### src/shared/sgc_params.svh
`ifndef SGC_PARAMS_SVH
`define SGC_PARAMS_SVH
// Address decode.
`define SGC_BASE 32'h400fe000
`define SGC_OFS_RUN_GATE 12'h100
`define SGC_OFS_SLEEP_GATE 12'h110
`define SGC_OFS_DEEP_GATE 12'h120
`define SGC_OFS_CLK_CFG 12'h060
`define SGC_OFS_IRQ_STAT 12'h140
`define SGC_OFS_IRQ_MASK 12'h144
`define SGC_OFS_EFF_GATE 12'h148
// Gating word layout.
`define SGC_BIT_ADC 16
`define SGC_BIT_RATE_HI 9
`define SGC_BIT_RATE_LO 8
`define SGC_BIT_HIB 6
`define SGC_BIT_WDT 3
`define SGC_BIT_AUTO_GATE 27
`define SGC_GATE_WMASK 32'h00010348
`define SGC_GATE_RST 32'h00000040
`define SGC_CLK_CFG_RST 32'h00000000
`define SGC_IRQ_RST 3'h0
// Unit order in fault and interrupt vectors.
`define SGC_UNIT_ADC 0
`define SGC_UNIT_HIB 1
`define SGC_UNIT_WDT 2
`define SGC_NUM_UNITS 3
// Bus responses.
`define SGC_RESP_OKAY 2'h0
`define SGC_RESP_SLVERR 2'h2
`endif

### src/shared/sgc_pkg.sv
package sgc_pkg;
    // Power mode reported by the power controller.
    typedef enum logic [1:0] {
        SGC_MODE_RUN = 2'h0,
        SGC_MODE_SLEEP = 2'h1,
        SGC_MODE_DEEP = 2'h2
    } sgc_mode_t;
    typedef logic [31:0] sgc_word_t;
endpackage

### src/core/sgc_fault_check.sv
`timescale 1ns/1ps
`include "sgc_params.svh"
module sgc_fault_check (
    input wire logic clk, // System clock.
    input wire logic rst, // Synchronous reset, active high.
    input wire logic [2:0] unit_access, // Access strobes to each unit.
    input wire logic [2:0] unit_clk_en, // Current clock enables.
    output logic [2:0] unit_fault // One-cycle bus fault pulses.
);
    wire [2:0] nxt_unit_fault;

    // Each unit faults on its own; a stopped unit cannot answer a bus cycle.
    genvar gi;
    generate
        for (gi = 0; gi < `SGC_NUM_UNITS; gi++) begin : g_unit
            assign nxt_unit_fault[gi] = unit_access[gi] && !unit_clk_en[gi];
        end
    endgenerate

    // One register for all units keeps the output with a single writing process.
    always_ff @(posedge clk) begin
        if (rst) begin
            unit_fault <= 3'h0;
        end else begin
            unit_fault <= nxt_unit_fault;
        end
    end
endmodule

### src/core/sgc_gate_select.sv
`timescale 1ns/1ps
`include "sgc_params.svh"
module sgc_gate_select (
    input wire logic clk, // System clock.
    input wire logic rst, // Synchronous reset, active high.
    input wire logic [31:0] run_gate, // Run-mode gating word.
    input wire logic [31:0] sleep_gate, // Sleep-mode gating word.
    input wire logic [31:0] deep_gate, // Deep-sleep gating word.
    input wire logic auto_gate, // Sleep words honoured when set.
    input wire logic [1:0] mode, // Current power mode.
    output logic [31:0] eff_gate // Registered effective gating word.
);
    logic [31:0] nxt_eff_gate;

    // Sleep words only act under automatic gating; otherwise run applies everywhere.
    always_comb begin
        nxt_eff_gate = run_gate;
        if (auto_gate && mode == sgc_pkg::SGC_MODE_SLEEP) begin
            nxt_eff_gate = sleep_gate;
        end else if (auto_gate && mode == sgc_pkg::SGC_MODE_DEEP) begin
            nxt_eff_gate = deep_gate;
        end
    end

    // Registering avoids glitches reaching the clock gates of the units.
    always_ff @(posedge clk) begin
        if (rst) begin
            eff_gate <= `SGC_GATE_RST;
        end else begin
            eff_gate <= nxt_eff_gate;
        end
    end

    property p_run_fallback;
        @(posedge clk) disable iff (rst)
        !auto_gate |=> eff_gate == $past(run_gate);
    endproperty
    a_run_fallback: assert property (p_run_fallback) else $error("Run word not applied.");
endmodule

### src/core/sgc_top.sv
// Local design decision: register access over AXI4-Lite.
`timescale 1ns/1ps
`include "sgc_params.svh"
module sgc_top (
    input wire logic clk, // System clock, 20 MHz.
    input wire logic rst, // Synchronous reset, active high.
    input wire logic [31:0] s_axi_awaddr, // Write address.
    input wire logic s_axi_awvalid, // Write address valid.
    output logic s_axi_awready, // Write address ready.
    input wire logic [31:0] s_axi_wdata, // Write data.
    input wire logic [3:0] s_axi_wstrb, // Write byte strobes.
    input wire logic s_axi_wvalid, // Write data valid.
    output logic s_axi_wready, // Write data ready.
    output logic [1:0] s_axi_bresp, // Write response.
    output logic s_axi_bvalid, // Write response valid.
    input wire logic s_axi_bready, // Write response ready.
    input wire logic [31:0] s_axi_araddr, // Read address.
    input wire logic s_axi_arvalid, // Read address valid.
    output logic s_axi_arready, // Read address ready.
    output logic [31:0] s_axi_rdata, // Read data.
    output logic [1:0] s_axi_rresp, // Read response.
    output logic s_axi_rvalid, // Read data valid.
    input wire logic s_axi_rready, // Read data ready.
    input wire logic [1:0] power_mode, // Power mode, same clock domain.
    input wire logic [2:0] unit_access, // Access strobes: converter, hibernate, watchdog.
    output logic adc_clk_en, // Converter clock enable.
    output logic hib_clk_en, // Hibernation clock enable.
    output logic wdt_clk_en, // Watchdog clock enable.
    output logic [1:0] adc_rate_sel, // Converter sample rate code.
    output logic [2:0] unit_fault, // Bus fault pulses per unit.
    output logic irq // Level interrupt.
);
    logic aw_got_ff;
    logic w_got_ff;
    logic [31:0] awaddr_ff;
    logic [31:0] wdata_ff;
    logic [3:0] wstrb_ff;
    logic bvalid_ff;
    logic [1:0] bresp_ff;
    logic rvalid_ff;
    logic [1:0] rresp_ff;
    logic [31:0] rdata_ff;
    logic [31:0] raddr_ff;
    logic [31:0] run_gate_ff;
    logic [31:0] sleep_gate_ff;
    logic [31:0] deep_gate_ff;
    logic auto_gate_ff;
    logic [2:0] irq_stat_ff;
    logic [2:0] irq_mask_ff;
    logic irq_ff;
    logic [31:0] eff_gate;
    logic [31:0] nxt_rdata;
    logic nxt_rhit;
    logic wr_fire;
    logic wr_hit;
    logic [2:0] unit_clk_en;

    // Full 32-bit match so aliases above the block do not hit.
    function automatic logic hit(input logic [31:0] a, input logic [11:0] ofs);
        hit = a[31:12] == 20'(`SGC_BASE >> 12) && a[11:0] == ofs;
    endfunction

    // Byte-lane merge; reserved bits are then masked off by the caller.
    function automatic logic [31:0] merge(input logic [31:0] old, input logic [31:0] d, input logic [3:0] s);
        merge = old;
        for (int i = 0; i < 4; i++) begin
            if (s[i]) begin
                merge[i*8 +: 8] = d[i*8 +: 8];
            end
        end
    endfunction

    // Address and data are taken independently, in either order.
    assign s_axi_awready = !aw_got_ff && !bvalid_ff;
    assign s_axi_wready = !w_got_ff && !bvalid_ff;
    assign s_axi_arready = !rvalid_ff;
    assign s_axi_bvalid = bvalid_ff;
    assign s_axi_bresp = bresp_ff;
    assign s_axi_rvalid = rvalid_ff;
    assign s_axi_rresp = rresp_ff;
    assign s_axi_rdata = rdata_ff;
    assign wr_fire = aw_got_ff && w_got_ff && !bvalid_ff;
    assign wr_hit = hit(awaddr_ff, `SGC_OFS_RUN_GATE) || hit(awaddr_ff, `SGC_OFS_SLEEP_GATE)
        || hit(awaddr_ff, `SGC_OFS_DEEP_GATE) || hit(awaddr_ff, `SGC_OFS_CLK_CFG)
        || hit(awaddr_ff, `SGC_OFS_IRQ_STAT) || hit(awaddr_ff, `SGC_OFS_IRQ_MASK)
        || hit(awaddr_ff, `SGC_OFS_EFF_GATE);

    // Write address capture.
    always_ff @(posedge clk) begin
        if (rst) begin
            aw_got_ff <= 1'b0;
            awaddr_ff <= 32'h0;
        end else if (s_axi_awvalid && s_axi_awready) begin
            aw_got_ff <= 1'b1;
            awaddr_ff <= s_axi_awaddr;
        end else if (wr_fire) begin
            aw_got_ff <= 1'b0;
        end
    end

    // Write data capture.
    always_ff @(posedge clk) begin
        if (rst) begin
            w_got_ff <= 1'b0;
            wdata_ff <= 32'h0;
            wstrb_ff <= 4'h0;
        end else if (s_axi_wvalid && s_axi_wready) begin
            w_got_ff <= 1'b1;
            wdata_ff <= s_axi_wdata;
            wstrb_ff <= s_axi_wstrb;
        end else if (wr_fire) begin
            w_got_ff <= 1'b0;
        end
    end

    // Write response; an unmapped address answers with a slave error.
    always_ff @(posedge clk) begin
        if (rst) begin
            bvalid_ff <= 1'b0;
            bresp_ff <= `SGC_RESP_OKAY;
        end else if (wr_fire) begin
            bvalid_ff <= 1'b1;
            bresp_ff <= wr_hit ? `SGC_RESP_OKAY : `SGC_RESP_SLVERR;
        end else if (s_axi_bready) begin
            bvalid_ff <= 1'b0;
        end
    end

    // Gating words; only the documented fields hold state.
    always_ff @(posedge clk) begin
        if (rst) begin
            run_gate_ff <= `SGC_GATE_RST;
            sleep_gate_ff <= `SGC_GATE_RST;
            deep_gate_ff <= `SGC_GATE_RST;
        end else if (wr_fire) begin
            if (hit(awaddr_ff, `SGC_OFS_RUN_GATE)) begin
                run_gate_ff <= merge(run_gate_ff, wdata_ff, wstrb_ff) & `SGC_GATE_WMASK;
            end
            if (hit(awaddr_ff, `SGC_OFS_SLEEP_GATE)) begin
                sleep_gate_ff <= merge(sleep_gate_ff, wdata_ff, wstrb_ff) & `SGC_GATE_WMASK;
            end
            if (hit(awaddr_ff, `SGC_OFS_DEEP_GATE)) begin
                deep_gate_ff <= merge(deep_gate_ff, wdata_ff, wstrb_ff) & `SGC_GATE_WMASK;
            end
        end
    end

    // Automatic gating select in the clock configuration word.
    always_ff @(posedge clk) begin
        if (rst) begin
            auto_gate_ff <= 1'(`SGC_CLK_CFG_RST >> `SGC_BIT_AUTO_GATE);
        end else if (wr_fire && hit(awaddr_ff, `SGC_OFS_CLK_CFG) && wstrb_ff[`SGC_BIT_AUTO_GATE / 8]) begin
            auto_gate_ff <= wdata_ff[`SGC_BIT_AUTO_GATE];
        end
    end

    // Sticky fault status; a fault in the clearing cycle still sets its bit.
    always_ff @(posedge clk) begin
        if (rst) begin
            irq_stat_ff <= `SGC_IRQ_RST;
        end else if (wr_fire && hit(awaddr_ff, `SGC_OFS_IRQ_STAT) && wstrb_ff[0]) begin
            irq_stat_ff <= (irq_stat_ff & ~wdata_ff[2:0]) | unit_fault;
        end else begin
            irq_stat_ff <= irq_stat_ff | unit_fault;
        end
    end

    // Interrupt mask.
    always_ff @(posedge clk) begin
        if (rst) begin
            irq_mask_ff <= `SGC_IRQ_RST;
        end else if (wr_fire && hit(awaddr_ff, `SGC_OFS_IRQ_MASK) && wstrb_ff[0]) begin
            irq_mask_ff <= wdata_ff[2:0];
        end
    end

    // Registered so the interrupt line never glitches on a status update.
    always_ff @(posedge clk) begin
        if (rst) begin
            irq_ff <= 1'b0;
        end else begin
            irq_ff <= |(irq_stat_ff & irq_mask_ff);
        end
    end
    assign irq = irq_ff;

    // Read decode; reserved bits read as zero because they never hold state.
    always_comb begin
        nxt_rdata = 32'h0;
        nxt_rhit = 1'b1;
        if (hit(s_axi_araddr, `SGC_OFS_RUN_GATE)) begin
            nxt_rdata = run_gate_ff;
        end else if (hit(s_axi_araddr, `SGC_OFS_SLEEP_GATE)) begin
            nxt_rdata = sleep_gate_ff;
        end else if (hit(s_axi_araddr, `SGC_OFS_DEEP_GATE)) begin
            nxt_rdata = deep_gate_ff;
        end else if (hit(s_axi_araddr, `SGC_OFS_CLK_CFG)) begin
            nxt_rdata[`SGC_BIT_AUTO_GATE] = auto_gate_ff;
        end else if (hit(s_axi_araddr, `SGC_OFS_IRQ_STAT)) begin
            nxt_rdata[2:0] = irq_stat_ff;
        end else if (hit(s_axi_araddr, `SGC_OFS_IRQ_MASK)) begin
            nxt_rdata[2:0] = irq_mask_ff;
        end else if (hit(s_axi_araddr, `SGC_OFS_EFF_GATE)) begin
            nxt_rdata = eff_gate;
        end else begin
            nxt_rhit = 1'b0;
        end
    end

    // Read channel.
    always_ff @(posedge clk) begin
        if (rst) begin
            rvalid_ff <= 1'b0;
            rresp_ff <= `SGC_RESP_OKAY;
            rdata_ff <= 32'h0;
            raddr_ff <= 32'h0;
        end else if (s_axi_arvalid && s_axi_arready) begin
            rvalid_ff <= 1'b1;
            rresp_ff <= nxt_rhit ? `SGC_RESP_OKAY : `SGC_RESP_SLVERR;
            rdata_ff <= nxt_rdata;
            raddr_ff <= s_axi_araddr;
        end else if (s_axi_rready) begin
            rvalid_ff <= 1'b0;
        end
    end

    // Effective word for the current mode.
    sgc_gate_select u_sel (
        .clk(clk),
        .rst(rst),
        .run_gate(run_gate_ff),
        .sleep_gate(sleep_gate_ff),
        .deep_gate(deep_gate_ff),
        .auto_gate(auto_gate_ff),
        .mode(power_mode),
        .eff_gate(eff_gate)
    );

    // Unit enables and rate code straight from the effective word.
    assign adc_clk_en = eff_gate[`SGC_BIT_ADC];
    assign hib_clk_en = eff_gate[`SGC_BIT_HIB];
    assign wdt_clk_en = eff_gate[`SGC_BIT_WDT];
    assign adc_rate_sel = eff_gate[`SGC_BIT_RATE_HI:`SGC_BIT_RATE_LO];
    assign unit_clk_en = {wdt_clk_en, hib_clk_en, adc_clk_en};

    // Fault pulses; they also feed the sticky status above.
    sgc_fault_check u_fault (
        .clk(clk),
        .rst(rst),
        .unit_access(unit_access),
        .unit_clk_en(unit_clk_en),
        .unit_fault(unit_fault)
    );

    property p_reset_value;
        @(posedge clk) rst |=> sleep_gate_ff == `SGC_GATE_RST && run_gate_ff == `SGC_GATE_RST;
    endproperty
    a_reset_value: assert property (p_reset_value) else $error("Gating reset value wrong.");

    property p_sleep_decode;
        @(posedge clk) disable iff (rst)
        wr_fire && hit(awaddr_ff, `SGC_OFS_SLEEP_GATE) && wstrb_ff == 4'hf
        |=> sleep_gate_ff == ($past(wdata_ff) & `SGC_GATE_WMASK);
    endproperty
    a_sleep_decode: assert property (p_sleep_decode) else $error("Sleep word write lost.");

    property p_run_decode;
        @(posedge clk) disable iff (rst)
        wr_fire && hit(awaddr_ff, `SGC_OFS_RUN_GATE) && wstrb_ff == 4'hf
        |=> run_gate_ff == ($past(wdata_ff) & `SGC_GATE_WMASK);
    endproperty
    a_run_decode: assert property (p_run_decode) else $error("Run word write lost.");

    property p_sleep_apply;
        @(posedge clk) disable iff (rst)
        auto_gate_ff && power_mode == sgc_pkg::SGC_MODE_SLEEP |=> hib_clk_en == $past(sleep_gate_ff[`SGC_BIT_HIB]);
    endproperty
    a_sleep_apply: assert property (p_sleep_apply) else $error("Sleep word not applied.");

    property p_sleep_rate;
        @(posedge clk) disable iff (rst)
        auto_gate_ff && power_mode == sgc_pkg::SGC_MODE_SLEEP
        |=> adc_rate_sel == $past(sleep_gate_ff[`SGC_BIT_RATE_HI:`SGC_BIT_RATE_LO]);
    endproperty
    a_sleep_rate: assert property (p_sleep_rate) else $error("Sleep rate code not applied.");

    property p_manual_gate;
        @(posedge clk) disable iff (rst)
        !auto_gate_ff |=> adc_clk_en == $past(run_gate_ff[`SGC_BIT_ADC])
            && adc_rate_sel == $past(run_gate_ff[`SGC_BIT_RATE_HI:`SGC_BIT_RATE_LO]);
    endproperty
    a_manual_gate: assert property (p_manual_gate) else $error("Sleep word acted without auto gating.");

    property p_adc_fault;
        @(posedge clk) disable iff (rst)
        unit_access[`SGC_UNIT_ADC] && !adc_clk_en |=> unit_fault[`SGC_UNIT_ADC] ##1 irq_stat_ff[`SGC_UNIT_ADC];
    endproperty
    a_adc_fault: assert property (p_adc_fault) else $error("Converter fault missing.");

    property p_wdt_fault;
        @(posedge clk) disable iff (rst)
        unit_access[`SGC_UNIT_WDT] |=> unit_fault[`SGC_UNIT_WDT] == !$past(wdt_clk_en);
    endproperty
    a_wdt_fault: assert property (p_wdt_fault) else $error("Watchdog fault wrong.");

    property p_hib_fault;
        @(posedge clk) disable iff (rst)
        unit_access[`SGC_UNIT_HIB] && hib_clk_en |=> !unit_fault[`SGC_UNIT_HIB];
    endproperty
    a_hib_fault: assert property (p_hib_fault) else $error("Fault on clocked unit.");

    property p_reserved_zero;
        @(posedge clk) disable iff (rst)
        rvalid_ff && hit(raddr_ff, `SGC_OFS_SLEEP_GATE) |-> (rdata_ff & ~`SGC_GATE_WMASK) == 32'h0;
    endproperty
    a_reserved_zero: assert property (p_reserved_zero) else $error("Reserved bit reads one.");

    property p_irq_level;
        @(posedge clk) disable iff (rst)
        |(irq_stat_ff & irq_mask_ff) |=> irq;
    endproperty
    a_irq_level: assert property (p_irq_level) else $error("Interrupt not raised.");

    c_sleep_write: cover property (@(posedge clk) wr_fire && hit(awaddr_ff, `SGC_OFS_SLEEP_GATE));
    c_fault: cover property (@(posedge clk) |unit_fault);
    c_irq: cover property (@(posedge clk) irq);
    c_fast_rate: cover property (@(posedge clk) adc_rate_sel == 2'h1);
    c_deep: cover property (@(posedge clk) auto_gate_ff && power_mode == sgc_pkg::SGC_MODE_DEEP);
endmodule

### config.mk
export PLATFORM = sky130hd
export DESIGN_NAME = sgc_top
export DESIGN_NICKNAME = d
export VERILOG_FILES = /design/src/shared/sgc_pkg.sv /design/src/core/sgc_fault_check.sv /design/src/core/sgc_gate_select.sv /design/src/core/sgc_top.sv
export VERILOG_INCLUDE_DIRS = /design/src /design/src/shared
export SDC_FILE = /design/constraint.sdc
export NUM_CORES = 1
export LEC_CHECK = 0
export BUFFER_PORTS_ARGS = -buffer_cell sky130_fd_sc_hd__clkbuf_2
export CAP_MARGIN = 20
export CORE_MARGIN = 2
export CORE_UTILIZATION = 60
export CTS_BUF_LIST = sky130_fd_sc_hd__clkbuf_4
export DETAILED_ROUTE_END_ITERATION = 7
export GPL_TIMING_DRIVEN = 0
export PLACE_DENSITY = 0.87
export SETUP_SLACK_MARGIN = 0.02
export SLEW_MARGIN = 20
export SYNTH_ARGS = -nofsm -noshare
export SYNTH_HDL_FRONTEND = slang
export SYNTH_HIERARCHICAL = 1
export SYNTH_SLANG_ARGS = --single-unit
### constraint.sdc
create_clock -name clk -period 5.4 [get_ports clk]
set_clock_uncertainty 0.2 [all_clocks]
set_input_delay 1.08 -clock clk [delete_from_list [all_inputs] [get_ports clk]]
set_output_delay 1.08 -clock clk [all_outputs]
set_load 0.02 [all_outputs]
==> results.py <==
metrics = {
    "die": {
        "num_rows": 37,
        "start_util": 0.612,
        "die-area_um2": 11200,
        "coreArea_um2": 10200,
        "io_pins": 162,
        "fp.dieH_um": 106,
        "fp.dieW_um": 106,
    },
    "detailed_routing": {
        "firstDrtPassIters": 5,
        "wl_um": 16100,
        "viasPerCell": 5.40,
        "vias": 6082,
        "drt_iter0_markers": 275,
        "drt-wirelength-per-cell_um": 14.3,
        "drc": 0,
        "drtAntennaViolNets": 0,
    },
    "logic_synthesis": {
        "synth_edf_count": 0,
        "synth_area_um2": 6230,
        "ys_warn_count": 6,
        "syn_avg_cell_area_um2": 8.71,
        "yosys_most_used_dff": "dfxtp_1",
        "ys_async_sr_fraction": 0,
        "yosysTopAreaCell": "dfxtp_1",
        "synth_most_common_cell": "dfxtp_1",
        "synthCells": 716,
        "synth.yosys.seq_area_share": 0.453,
        "ys_seq_elements": 141,
        "yosysTopAreaCellShare": 0.453,
        "synth_area_leaders": "dfxtp_1 45%, nor2_1 6.5%, nand2_1 6.3%",
        "yosys-top-cells-count": "141 x dfxtp_1, 108 x nor2_1, 104 x nand2_1, 60 x a21oi_1, 31 x o22ai_1",
        "synth_cell_types": 60,
    },
    "cts": {
        "post_cts_buffers": 0,
        "clock_path_buffers": 2,
        "root_buffer": "clkbuf_4",
        "h-tree-depth": 4,
        "cts.sinks": 141,
        "cts_tree": "done",
        "clk_pin_slew_worst_paths_ns": 0.13,
        "worst_skew_pair.late_latency_ns": 0.52,
        "ctsResizeCount": 0,
        "numCtsBuffers": 17,
        "cts_hold_buf": 0,
    },
    "placement": {
        "portBuffers": 134,
        "gp_congestion": 0.923,
        "postPlaceCellArea_um2": 7480,
        "dpl.hpwl_um": 11900,
    },
    "layout": {
        "diodes": 0,
        "area_growth_pct": 25.3,
        "stdcell_area_um2": 7810,
        "fill_cells": 799,
        "drive_gt1_frac": 0.217,
        "num-nets-final": 1090,
        "postLayoutCoreUtil": 0.767,
    },
    "timing": {
        "worst_pin_slew_ns": 1.20,
        "rsz0062_at_grt": "false",
        "max_freq_mhz": 307,
        "hold_viol": 0,
        "setup-tns-final_ns": 0,
        "slew_headroom": 0.195,
        "fin_crit_ns": 3.26,
        "setup_viol": 0,
        "fin_crit_sh": 0.603,
        "final_max_slew_viol_count": 0,
    },
    "grt": {
        "track_usage": 0.290,
        "grt_pass1_vias": 5791,
        "grt_pass1_wl_um": 26200,
        "grt-ovfl-total": 0,
        "grt_max_degree": 17,
        "antenna_found_initial": 0,
    },
    "setup_path": {
        "worst-path-stages": 5,
        "r2r_slack_ns": 2.14,
        "crit_slowest_cell": "nor4_1",
        "crit_start": "awaddr_ff[21]",
        "crit_type": "flip-flop to flip-flop",
        "crit_end": "deep_gate_ff[3]",
        "critPathTopFamily": "simple AND/OR/NAND/NOR gates",
        "r2r-start": "awaddr_ff[21]",
        "crit_fanout": 7,
        "worstReg2RegEnd": "deep_gate_ff[3]",
        "cp.arrival_ns": 3.46,
        "max_stage_delay_ns": 1.03,
        "crit_chain": "nor4_1 > nand4_1 > nor4_1 > nand4_1 > mux2i_1",
        "cp_data_required_time_ns": 5.61,
        "end_kind": "flip-flop",
        "start_kind": "flip-flop",
        "r2r_cells": 5,
        "path_buf_inv": 0,
    },
    "power": {
        "p_per_area_nw_per_um2": 272,
        "peakVddDrop_uv": 196,
        "finalPower_mw": 2.12,
        "leakagePower_nw": 3.34,
    },
    "worst_hold_path": {
        "hold_path.class": "flip-flop to flip-flop",
        "worstHoldStart": "u_sel/eff_gate[25]",
    },
    "job": {
        "drv_cap": 0,
    },
    "outcome": {
        "outcome": "complete, no violations",
    },
}
kinds of logic after synthesis:
family | count (synthesis) | share of synthesized area
other | 1 | 0.000601
buffers and inverters | 57 | 0.0391
muxes | 19 | 0.0305
and+or+nand+nor | 320 | 0.256
DFF | 141 | 0.453
AOI/OAI and AO/OA | 178 | 0.221
final cells by class:
class / instances / area (µm²) / area share
multi-input combinational: 627 / 3580 / 0.458
sequential: 141 / 2820 / 0.361
timing repair buffer: 134 / 671 / 0.0859
buffer: 50 / 218 / 0.0279
clock inverter: 14 / 191 / 0.0245
tap: 136 / 170 / 0.0218
clock buffer: 18 / 135 / 0.0173
inverter: 7 / 26.3 / 0.00336
flip-flops by register name, indices dropped and copies added (netlist names):
name,flops
awaddr_ff,32
aw_got_ff,1
run_gate_ff,5
auto_gate_ff,1
deep_gate_ff,5
irq,1
s_axi_bvalid,1
wdata_ff,9
u_sel/eff_gate,32
wstrb_ff,4
w_got_ff,1
s_axi_bresp,1
s_axi_rvalid,1
sleep_gate_ff,5
s_axi_rresp,1
u_fault/unit_fault,3
s_axi_rdata,32
irq_stat_ff,3
irq_mask_ff,3
stage by stage:
step | hold WS [ns] | std cells | setup slack (ns)
6_report | 0.240 | 1127 | 2.14
5_1_grt | 0.264 | 1127 | 2.09
4_1_cts | 0.238 | 1127 | 2.32
3_5_place_dp | 0.229 | 1095 | 1.76
3_3_place_gp | 0.220 | 1095 | 1.79
2_1_floorplan | 0.220 | 825 | 2.09
placed cells by master, fill, tap and decap left out, types with 6 or more instances in the layout:
master,count
a2111oi_1,8
a2111oi_2,22
a21oi_1,60
a22o_1,26
buf_1,6
buf_2,12
clkbuf_1,28
clkbuf_2,134
clkbuf_4,18
conb_1,110
dfxtp_1,141
inv_1,7
mux2i_1,19
nand2_1,104
nand2b_1,15
nand4_1,11
nor2_1,108
nor2b_1,8
nor3_1,13
nor4_1,7
o21ai_0,7
o22ai_1,31
metal layers:
layer | GRT usage | up-vias | wire length [µm]
li1 | - | 3021 | -
met1 | 0.336 | 2827 | 6590
met2 | 0.512 | 188 | 8120
met3 | 0.0558 | 46 | 842
met4 | 0.139 | 0 | 544
met5 | 0 | - | 0
worst min-delay path by stage:
| stage | end | slack, ns | cells after the start |
|---|---|---|---|
| 3_5_place_dp | s_axi_rdata[11] | 0.23 | 1 |
| 2_1_floorplan | s_axi_rdata[10] | 0.22 | 1 |
| 3_3_place_gp | s_axi_rdata[17] | 0.22 | 1 |
| 6_report | s_axi_rdata[25] | 0.24 | 1 |
| 4_1_cts | s_axi_rdata[25] | 0.24 | 1 |
| 5_1_grt | s_axi_rdata[11] | 0.26 | 1 |
power by group:
group | switching [mW] | internal (mW)
logic | 0.147 | 0.0940
registers | 0.0286 | 1.08
clock network | 0.397 | 0.374
No activity file was read; power rests on OpenSTA's default activity.
